--- src/design/deadband_pkg.sv ---
// shared constants and carrier types for the dead-band generator
package deadband_pkg;
	localparam int unsigned addr_w = 12;
	localparam int unsigned data_w = 32;
	localparam int unsigned delay_w = 16;
	localparam int unsigned num_pairs = 3;
	localparam logic [addr_w-1:0] ctrl_gen0_off = 12'h068;
	localparam logic [addr_w-1:0] rise_gen0_off = 12'h06c;
	localparam logic [addr_w-1:0] fall_gen0_off = 12'h070;
	localparam logic [addr_w-1:0] ctrl_gen1_off = 12'h0a8;
	localparam logic [addr_w-1:0] rise_gen1_off = 12'h0ac;
	localparam logic [addr_w-1:0] fall_gen1_off = 12'h0b0;
	localparam logic [addr_w-1:0] ctrl_gen2_off = 12'h0e8;
	localparam logic [addr_w-1:0] rise_gen2_off = 12'h0ec;
	localparam logic [addr_w-1:0] fall_gen2_off = 12'h0f0;
	localparam int unsigned enable_bit = 0;
	localparam logic enable_rst = 1'b0;
	localparam logic [delay_w-1:0] delay_rst = 16'h0000;
	localparam logic [data_w-1:0] unmapped_rd = 32'h0000_0000;

	// register bus request
	typedef struct packed {
		logic [addr_w-1:0] addr;
		logic [data_w-1:0] wdata;
		logic wr;
		logic rd;
	} bus_req_t;

	// per-pair configuration
	typedef struct packed {
		logic enable;
		logic [delay_w-1:0] rise;
		logic [delay_w-1:0] fall;
	} pair_cfg_t;

	// raw generator pair
	typedef struct packed {
		logic a;
		logic b;
	} raw_pair_t;
endpackage

--- src/design/deadband_edge_delay.sv ---
// one delayed-edge channel: postpones one polarity of a level
`timescale 1ns/1ps
`default_nettype none
module deadband_edge_delay
	import deadband_pkg::*;
(
	input wire logic clk,
	input wire logic sys_rst,
	input wire logic delay_rising,
	input wire logic level_in,
	input wire logic [deadband_pkg::delay_w-1:0] delay,
	output var logic level_out
);
	logic prev_ff;
	logic pend_ff;
	logic [delay_w-1:0] cnt_ff;
	logic target;

	// the polarity whose arrival is postponed
	assign target = delay_rising;

	// edge tracking; a new edge cancels any pending transition
	always_ff @(posedge clk)
	begin
		if (sys_rst)
		begin
			prev_ff <= 1'b0;
			pend_ff <= 1'b0;
			cnt_ff <= '0;
			level_out <= 1'b0;
		end
		else
		begin
			prev_ff <= level_in;
			if (level_in != prev_ff)
			begin
				if (level_in != target)
				begin
					// opposite edge passes at once and cancels pending
					pend_ff <= 1'b0;
					level_out <= level_in;
				end
				else if (delay == '0)
				begin
					pend_ff <= 1'b0;
					level_out <= level_in;
				end
				else
				begin
					// load the full count so d ticks add exactly d cycles over the zero-delay path
					pend_ff <= 1'b1;
					cnt_ff <= delay;
				end
			end
			else if (pend_ff)
			begin
				if (cnt_ff <= 16'h0001)
				begin
					pend_ff <= 1'b0;
					level_out <= target;
				end
				else
					cnt_ff <= cnt_ff - 16'h0001;
			end
		end
	end
endmodule
`default_nettype wire

--- src/design/deadband_generator.sv ---
// dead-band generator for three pwm pairs with register port
`timescale 1ns/1ps
`default_nettype none
// Notes on behaviour
// - disabled: raw a to even output, raw b to odd output
// - enabled: raw b ignored, both outputs derived from raw a
// - enabled: even output is raw a with rising edges delayed
// - enabled: odd output is raw a with falling edges delayed
// - three identical pairs: gen0 to outputs 0/1, gen1 2/3, gen2 4/5
// - enable bit 0 of control register, read-write, resets to 0
// - control bits 31:1 reserved read-only; software preserves them
// - rise delay counts clock ticks of even-output rising lag
// - rise delay longer than high pulse swallows the even high pulse
// - fall delay counts clock ticks of odd-output falling lag
// - fall delay has no effect while disabled
// - fall delay longer than low pulse swallows the odd low pulse
module deadband_generator
	import deadband_pkg::*;
(
	input wire logic clk,
	input wire logic sys_rst,
	input wire logic [deadband_pkg::addr_w-1:0] reg_addr,
	input wire logic [deadband_pkg::data_w-1:0] reg_wdata,
	input wire logic reg_wr,
	input wire logic reg_rd,
	output var logic [deadband_pkg::data_w-1:0] reg_rdata,
	input wire deadband_pkg::raw_pair_t [deadband_pkg::num_pairs-1:0] raw_gen,
	output var logic [2*deadband_pkg::num_pairs-1:0] pwm_out
);
	import deadband_pkg::*;

	bus_req_t req;
	pair_cfg_t [num_pairs-1:0] cfg_ff;
	logic [num_pairs-1:0] rise_lvl;
	logic [num_pairs-1:0] fall_lvl;

	assign req = '{addr: reg_addr, wdata: reg_wdata, wr: reg_wr, rd: reg_rd};

	// decode which pair a register offset belongs to, or 3 when unmapped
	function automatic logic [1:0] pair_of(input logic [addr_w-1:0] a);
		logic [1:0] p;
		p = 2'd3;
		if (a == ctrl_gen0_off || a == rise_gen0_off || a == fall_gen0_off)
			p = 2'd0;
		if (a == ctrl_gen1_off || a == rise_gen1_off || a == fall_gen1_off)
			p = 2'd1;
		if (a == ctrl_gen2_off || a == rise_gen2_off || a == fall_gen2_off)
			p = 2'd2;
		return p;
	endfunction

	// register kind: 0 ctrl, 1 rise, 2 fall, 3 none
	function automatic logic [1:0] kind_of(input logic [addr_w-1:0] a);
		logic [1:0] k;
		k = 2'd3;
		if (a == ctrl_gen0_off || a == ctrl_gen1_off || a == ctrl_gen2_off)
			k = 2'd0;
		if (a == rise_gen0_off || a == rise_gen1_off || a == rise_gen2_off)
			k = 2'd1;
		if (a == fall_gen0_off || a == fall_gen1_off || a == fall_gen2_off)
			k = 2'd2;
		return k;
	endfunction

	// register writes; reserved control bits are dropped, not stored
	always_ff @(posedge clk)
	begin
		if (sys_rst)
		begin
			for (int i = 0; i < num_pairs; i++)
			begin
				cfg_ff[i].enable <= enable_rst;
				cfg_ff[i].rise <= delay_rst;
				cfg_ff[i].fall <= delay_rst;
			end
		end
		else if (req.wr && pair_of(req.addr) != 2'd3)
		begin
			case (kind_of(req.addr))
				2'd0: cfg_ff[pair_of(req.addr)].enable <= req.wdata[enable_bit];
				2'd1: cfg_ff[pair_of(req.addr)].rise <= req.wdata[delay_w-1:0];
				2'd2: cfg_ff[pair_of(req.addr)].fall <= req.wdata[delay_w-1:0];
				default: ;
			endcase
		end
	end

	// read data one cycle after the strobe; reserved bits read zero
	always_ff @(posedge clk)
	begin
		if (sys_rst)
			reg_rdata <= unmapped_rd;
		else if (req.rd && pair_of(req.addr) != 2'd3)
		begin
			case (kind_of(req.addr))
				2'd0: reg_rdata <= {{(data_w-1){1'b0}}, cfg_ff[pair_of(req.addr)].enable};
				2'd1: reg_rdata <= {{(data_w-delay_w){1'b0}}, cfg_ff[pair_of(req.addr)].rise};
				2'd2: reg_rdata <= {{(data_w-delay_w){1'b0}}, cfg_ff[pair_of(req.addr)].fall};
				default: reg_rdata <= unmapped_rd;
			endcase
		end
		else
			reg_rdata <= unmapped_rd;
	end

	// one rising and one falling delay channel per pair
	// channels are held clear while their pair is disabled: otherwise a transition
	// pending under an old delay value would leak out once the pair is enabled,
	// so the stored delays could not be said to have no effect while disabled
	for (genvar g = 0; g < num_pairs; g++)
	begin : g_pair
		deadband_edge_delay u_rise (
			.clk(clk),
			.sys_rst(sys_rst || !cfg_ff[g].enable),
			.delay_rising(1'b1),
			.level_in(raw_gen[g].a),
			.delay(cfg_ff[g].rise),
			.level_out(rise_lvl[g])
		);
		deadband_edge_delay u_fall (
			.clk(clk),
			.sys_rst(sys_rst || !cfg_ff[g].enable),
			.delay_rising(1'b0),
			.level_in(raw_gen[g].a),
			.delay(cfg_ff[g].fall),
			.level_out(fall_lvl[g])
		);
	end

	// output select; pass-through registered once, one cycle less latency than the enabled path
	always_ff @(posedge clk)
	begin
		if (sys_rst)
			pwm_out <= '0;
		else
		begin
			for (int i = 0; i < num_pairs; i++)
			begin
				if (cfg_ff[i].enable)
				begin
					pwm_out[2*i] <= rise_lvl[i];
					pwm_out[2*i+1] <= fall_lvl[i];
				end
				else
				begin
					pwm_out[2*i] <= raw_gen[i].a;
					pwm_out[2*i+1] <= raw_gen[i].b;
				end
			end
		end
	end

	// per-pair checks; every generator pair obeys the same rules
	for (genvar g = 0; g < num_pairs; g++)
	begin : g_chk

	end
endmodule
`default_nettype wire

--- config.mk ---
export PLATFORM = sky130hd
export DESIGN_NAME = deadband_generator
export DESIGN_NICKNAME = d
export VERILOG_FILES = /design/src/design/deadband_pkg.sv /design/src/design/deadband_edge_delay.sv /design/src/design/deadband_generator.sv
export SDC_FILE = /design/constraint.sdc
export NUM_CORES = 1
export LEC_CHECK = 0
export ABC_CLOCK_PERIOD_IN_PS = 3600
export BUFFER_PORTS_ARGS = -buffer_cell sky130_fd_sc_hd__buf_4
export CORE_UTILIZATION = 28
export DETAILED_ROUTE_END_ITERATION = 8
export PLACE_DENSITY = 0.43
export SYNTH_ARGS = -nofsm -noshare
export SYNTH_HDL_FRONTEND = slang
export SYNTH_SLANG_ARGS = --single-unit
--- constraint.sdc ---
create_clock -name clk -period 3.6 [get_ports clk]
set_input_delay 0.72 -clock clk [delete_from_list [all_inputs] [get_ports clk]]
set_output_delay 0.72 -clock clk [all_outputs]
set_load 0.005 [all_outputs]
## Word level (Yosys, flattened, before mapping)

Cells that the tools add are included.

- Add/subtract/negate cells: 6
- Magnitude comparators: 15
- Eq/ne operators: 41
- Multiplexer cells: 139
- Bitwise logic cells: 1
- Reduce and logical (&&, ||, !) cells: 58

Operators by type and width:

| cell | number |
|---|---|
| two-way mux 16 bit | 32 |
| bitwise mux 99 bit | 3 |
| one-hot mux 99 bit (3 select lines) | 1 |
| binary-select mux 33 bit (select 2 bit) | 3 |
| demux 33 bit (select 2 bit) | 3 |
| <= comparator 16 x 1 -> 1 bit, second input constant | 6 |
| zero test 16 bit | 6 |
| subtractor 16 x 1 -> 16 bit, second input constant | 6 |
| equality test 12 x 8 -> 1 bit, second input constant | 6 |
| two-way mux 33 bit | 2 |
| two-way mux 2 bit | 32 |
| two-way mux 32 bit | 2 |
| two-way mux 1 bit | 60 |
| one-hot mux 16 bit (3 select lines) | 1 |
| equality test 12 x 7 -> 1 bit, second input constant | 3 |
| != test 2 bit, second input constant | 13 |
| AND reduction 4 bit | 6 |
| nonzero test 2 bit | 12 |
| less-than comparator 2 x 3 -> 1 bit, second input constant | 6 |
| != test 3 bit, second input constant | 6 |
| AND reduction 3 bit | 6 |
| logical OR 1 bit | 15 |
| != test 2 x 1 -> 1 bit, second input constant | 6 |
| >= comparator 2 x 1 -> 1 bit, second input constant | 3 |
| 10 further kinds | 21 |

- Register bits after elaboration: 248
- Input port bits: 54
- Output and inout port bits: 38
- Logic and storage cells: 292

## Depth between registers and ports, before layout

- Depth in word-level cells: 21
- Gate-level depth with buffers: 13
- Depth with buffers taken out: 10

## By module

Synthesis repeated with hierarchy kept, for this count alone.

- Cell total of the unflattened synthesis: 1603
- Area total of the unflattened synthesis: 13420.4 um^2

Modules (own cells, without submodules):

| module | instances | cells an instance | area each (um^2) | sequential area each (um^2) |
|---|---|---|---|---|
| deadband_edge_delay (g_pair[0].u_rise ...) | 5 | 162 | 1302.5 | 380.4 |
| deadband_generator | 1 | 618 | 5585.4 | 2422.3 |
| deadband_edge_delay (g_pair[0].u_fall) | 1 | 175 | 1322.5 | 380.4 |

## Worst setup path before layout

OpenSTA, ideal clock, no wires.

- Path kind: input -> register
- From: input port reg_addr[9] (netlist name)
- To: register with a tool-made name
- Setup time: 117 ps
- Arrival: 3235 ps
- Required time: 3483 ps
- Setup slack: 247 ps
- Cell stages on the path: 11
- Path buffers: 1
- Path through: nor3_1 nand3b_1 a211oi_1 inv_1 ha_1 nor2b_1 or3b_1 nor3_2 a21oi_1 buf_2 a32o_1

RTL lines:

| element | line | RTL |
|---|---|---|
| from (decl) | deadband_generator.sv:22 | `input wire logic [deadband_pkg::addr_w-1:0] reg_addr,` |

==> metrics.txt <==
DRC violations left=0; Die Wd=212 um; Slew @ Worst Pin=1.05 ns; post-synth cell types=93; mapped cell area=12300 um^2; WL final=46.4 mm; cells along the critical path=buf_4, nor4b_4, nand3b_1, a211oi_1, inv_1, ha_1, nor2b_1, or3b_1, nor3_4, a21oi_2, buf_12, o2bb2ai_1; Die Footprint=44900 um^2; Cell Pwr Density=414 nW/um^2; row count=76; minimum clock period after layout=2.92 ns; placer congestion estimate=0.856; Inserted Diodes=0; first-pass GRT wire length=71.1 mm; antenna violations before repair=1; Setup Viol. Count Final=0; GRT met1 Usage=29.6%; CTS Sinks=232; clk slew on worst S/H paths=0.06 ns; total global-route track usage=20.5%; P_sw=0.00142 W; asr flop ratio synth=0%; Max rail drop VDD=0.312 mV; vias in the first global route=11336; number of buffers created by CTS=28; maximum clock rate=342 MHz; Clock Skew=0.0123 ns; synthesis-to-finish area growth=18.4%; Starting Density=28.5%; worst path bufs/invs=3; HP Class=primary input to flip-flop; placed cell area=13600 um^2; Post-synth EDFFs=0; pin count of the biggest net entering global routing=37; H-tree depth=1; Util after Layout=33.8%; DRT Pass-1 Iters=5; fin area=14600 um^2; commonest non-fill, non-tap cell in the layout=dfxtp_1; GR Overflow Total=0; sequential share of the synthesized area=37.6%; CP max stage cell=or3b_1; Vert. Die Dim=212 um; GR Layer Usage met3=2.42%; outcome=completed; Max-slew headroom=29.8%; Post-synth top flop=dfxtp_1; post-CTS setup buffer count=0; M2 GR Usage=32.1%; Post-CTS Resized=0; switching share of total power=23.4%; Final period util=81.2%; syn avg cell area=8.43 um^2; Startpoint Class=primary input; crit end category=flip-flop; most used routing layer in global routing=met2; I/O Buffers=59; Lkg Pwr=5.41 nW; hold buffers post-CTS=0; Max Cap Violations=0; Post-DP HPWL=33.1 mm; Max stage delay on crit path=0.51 ns; fin. max-slew vios=0; maximum buffer depth of the clock tree=3; Root Buffer=clkbuf_16; core area=43300 um^2; clk_lat worst skew=0.57 ns; kind of critical path=primary input to flip-flop; CP Data Required Time=4.04 ns; final net count=1596; post-route ant nets=0; post-placement cell count=2075; YS warnings=0; Flop pwr share=42.5%; unrepaired setup endpoints after global routing=no; final hold viol count=0; Clk pwr share=52.0%; CTS tree=built; Yosys reg bits=232; layout cells sized above 1=15.8%; wire per inst=21.8 um; Max FO, Critical Path=14; cell internal pwr=0.00463 W; vias post-DR=11940; final non-filler cell total=2126; Worst path top cell family by delay=simple AND/OR/NAND/NOR gates; Critical Path AT=3.37 ns; most frequent cells in the layout=dfxtp_1 (232), nand2_1 (128), buf_4 (125); Iter 0 DRT Violations=987; Comb power frac=5.5%; Via density=5.62; Post-Route Setup TNS=0 ns; synthesized instance count=1464; Top Ports=92
per-layer routing:
| layer | vias to the layer above | part of all wire [%] |
|---|---|---|
| li1 | 5720 | - |
| met1 | 5803 | 48 |
| met2 | 348 | 45 |
| met3 | 69 | 5.2 |
| met4 | 0 | 2.3 |
| met5 | - | 0 |
power by group through the flow:
stage	Sequential [W]	Clock, W	Combinational [W]
2_1_floorplan	0.00263	0	0.000194
3_3_place_gp	0.00263	0	0.000330
3_5_place_dp	0.00263	0	0.000329
4_1_cts	0.00257	0.00321	0.000331
5_1_grt	0.00257	0.00332	0.000361
6_report	0.00257	0.00315	0.000331
tightest hold or removal path, cell delays in order:
cell	delay, ns
buf_4	0.08
mux2i_1	0.05
nor2_1	0.07
through the flow:
stage	hold WS [ns]	worst slack (ns)	total power [W]
finish	0.391	0.676	0.00605
detailed placement	0.455	0.156	0.00296
CTS	0.376	0.703	0.00611
global route	0.396	0.485	0.00625
global placement	0.450	0.163	0.00296
floorplan	0.430	0.247	0.00282
cells in the mapped netlist, drive strengths merged (4+ instances only):
library cell / n / area share [%]
a31o: 11 / 0.78
or3: 10 / 0.52
a21oi: 93 / 3.9
nand2: 130 / 4.0
nand3: 47 / 2.0
o21ai: 81 / 3.3
o311ai: 5 / 0.35
clkbuf: 68 / 2.1
ha: 22 / 2.2
nand4: 11 / 0.56
a22o: 4 / 0.28
nor2: 110 / 3.4
o31ai: 18 / 1.1
nor2b: 14 / 0.73
o41ai: 6 / 0.64
buf: 49 / 2.5
a32o: 38 / 3.1
a22oi: 10 / 0.61
o21a: 22 / 1.3
or3b: 5 / 0.35
nand2b: 9 / 0.52
or4: 23 / 1.6
o2bb2ai: 85 / 6.0
a2bb2oi: 6 / 0.43
o32ai: 17 / 1.3
a221oi: 8 / 0.67
o22ai: 56 / 2.8
nor3: 51 / 2.4
dfxtp: 232 / 38
o2111ai: 5 / 0.35
nor4: 34 / 2.0
inv: 39 / 1.2
nor3b: 9 / 0.55
and3: 14 / 0.71
a211oi: 5 / 0.30
a2bb2o: 6 / 0.49
o211ai: 14 / 0.93
mux2i: 11 / 0.89
and2: 12 / 0.61
a31oi: 23 / 1.2
o221ai: 4 / 0.28
path summary, 6_finish.rpt:
| path | start | endpoint | slack (ns) | cells past startpoint |
|---|---|---|---|---|
| worst max-delay path | reg_addr[10] | flip-flop | 0.68 | 12 |
| worst max register to register | flip-flop | g_pair[0].u_fall.cnt_ff[12] | 1.09 | 4 |
| worst min-delay path | raw_gen[2] | pwm_out[3] | 0.39 | 3 |
| worst min register to register | g_pair[2].u_fall.level_out | g_pair[2].u_fall.level_out | 0.46 | 2 |
final cells by class:
class | instances | area [um^2]
Tap cell | 585 | 732
Timing Repair Buffer | 128 | 998
Sequential cell | 232 | 4640
Clock buffer | 38 | 820
Clock inverter | 13 | 201
Multi-Input combinational cell | 1089 | 7060
Inverter | 41 | 154
Fill cell | 4513 | 28700
cell families (layout without fill, tap and decap cells):
| kind of cell | count (synthesis) | after routing | synth area share (%) |
|---|---|---|---|
| adder cells (fa/ha/maj) | 22 | 22 | 2.23 |
| other | 1 | 16 | 0.0304 |
| multiplexers | 13 | 13 | 1.07 |
| buffers and inverters | 158 | 220 | 5.77 |
| XOR/XNOR | 5 | 5 | 0.355 |
| AND/OR/NAND/NOR | 491 | 491 | 20.8 |
| AO/OA/AOI/OAI | 542 | 542 | 32.0 |
| flip-flops | 232 | 232 | 37.6 |
No activity file was read; power rests on OpenSTA's default activity.
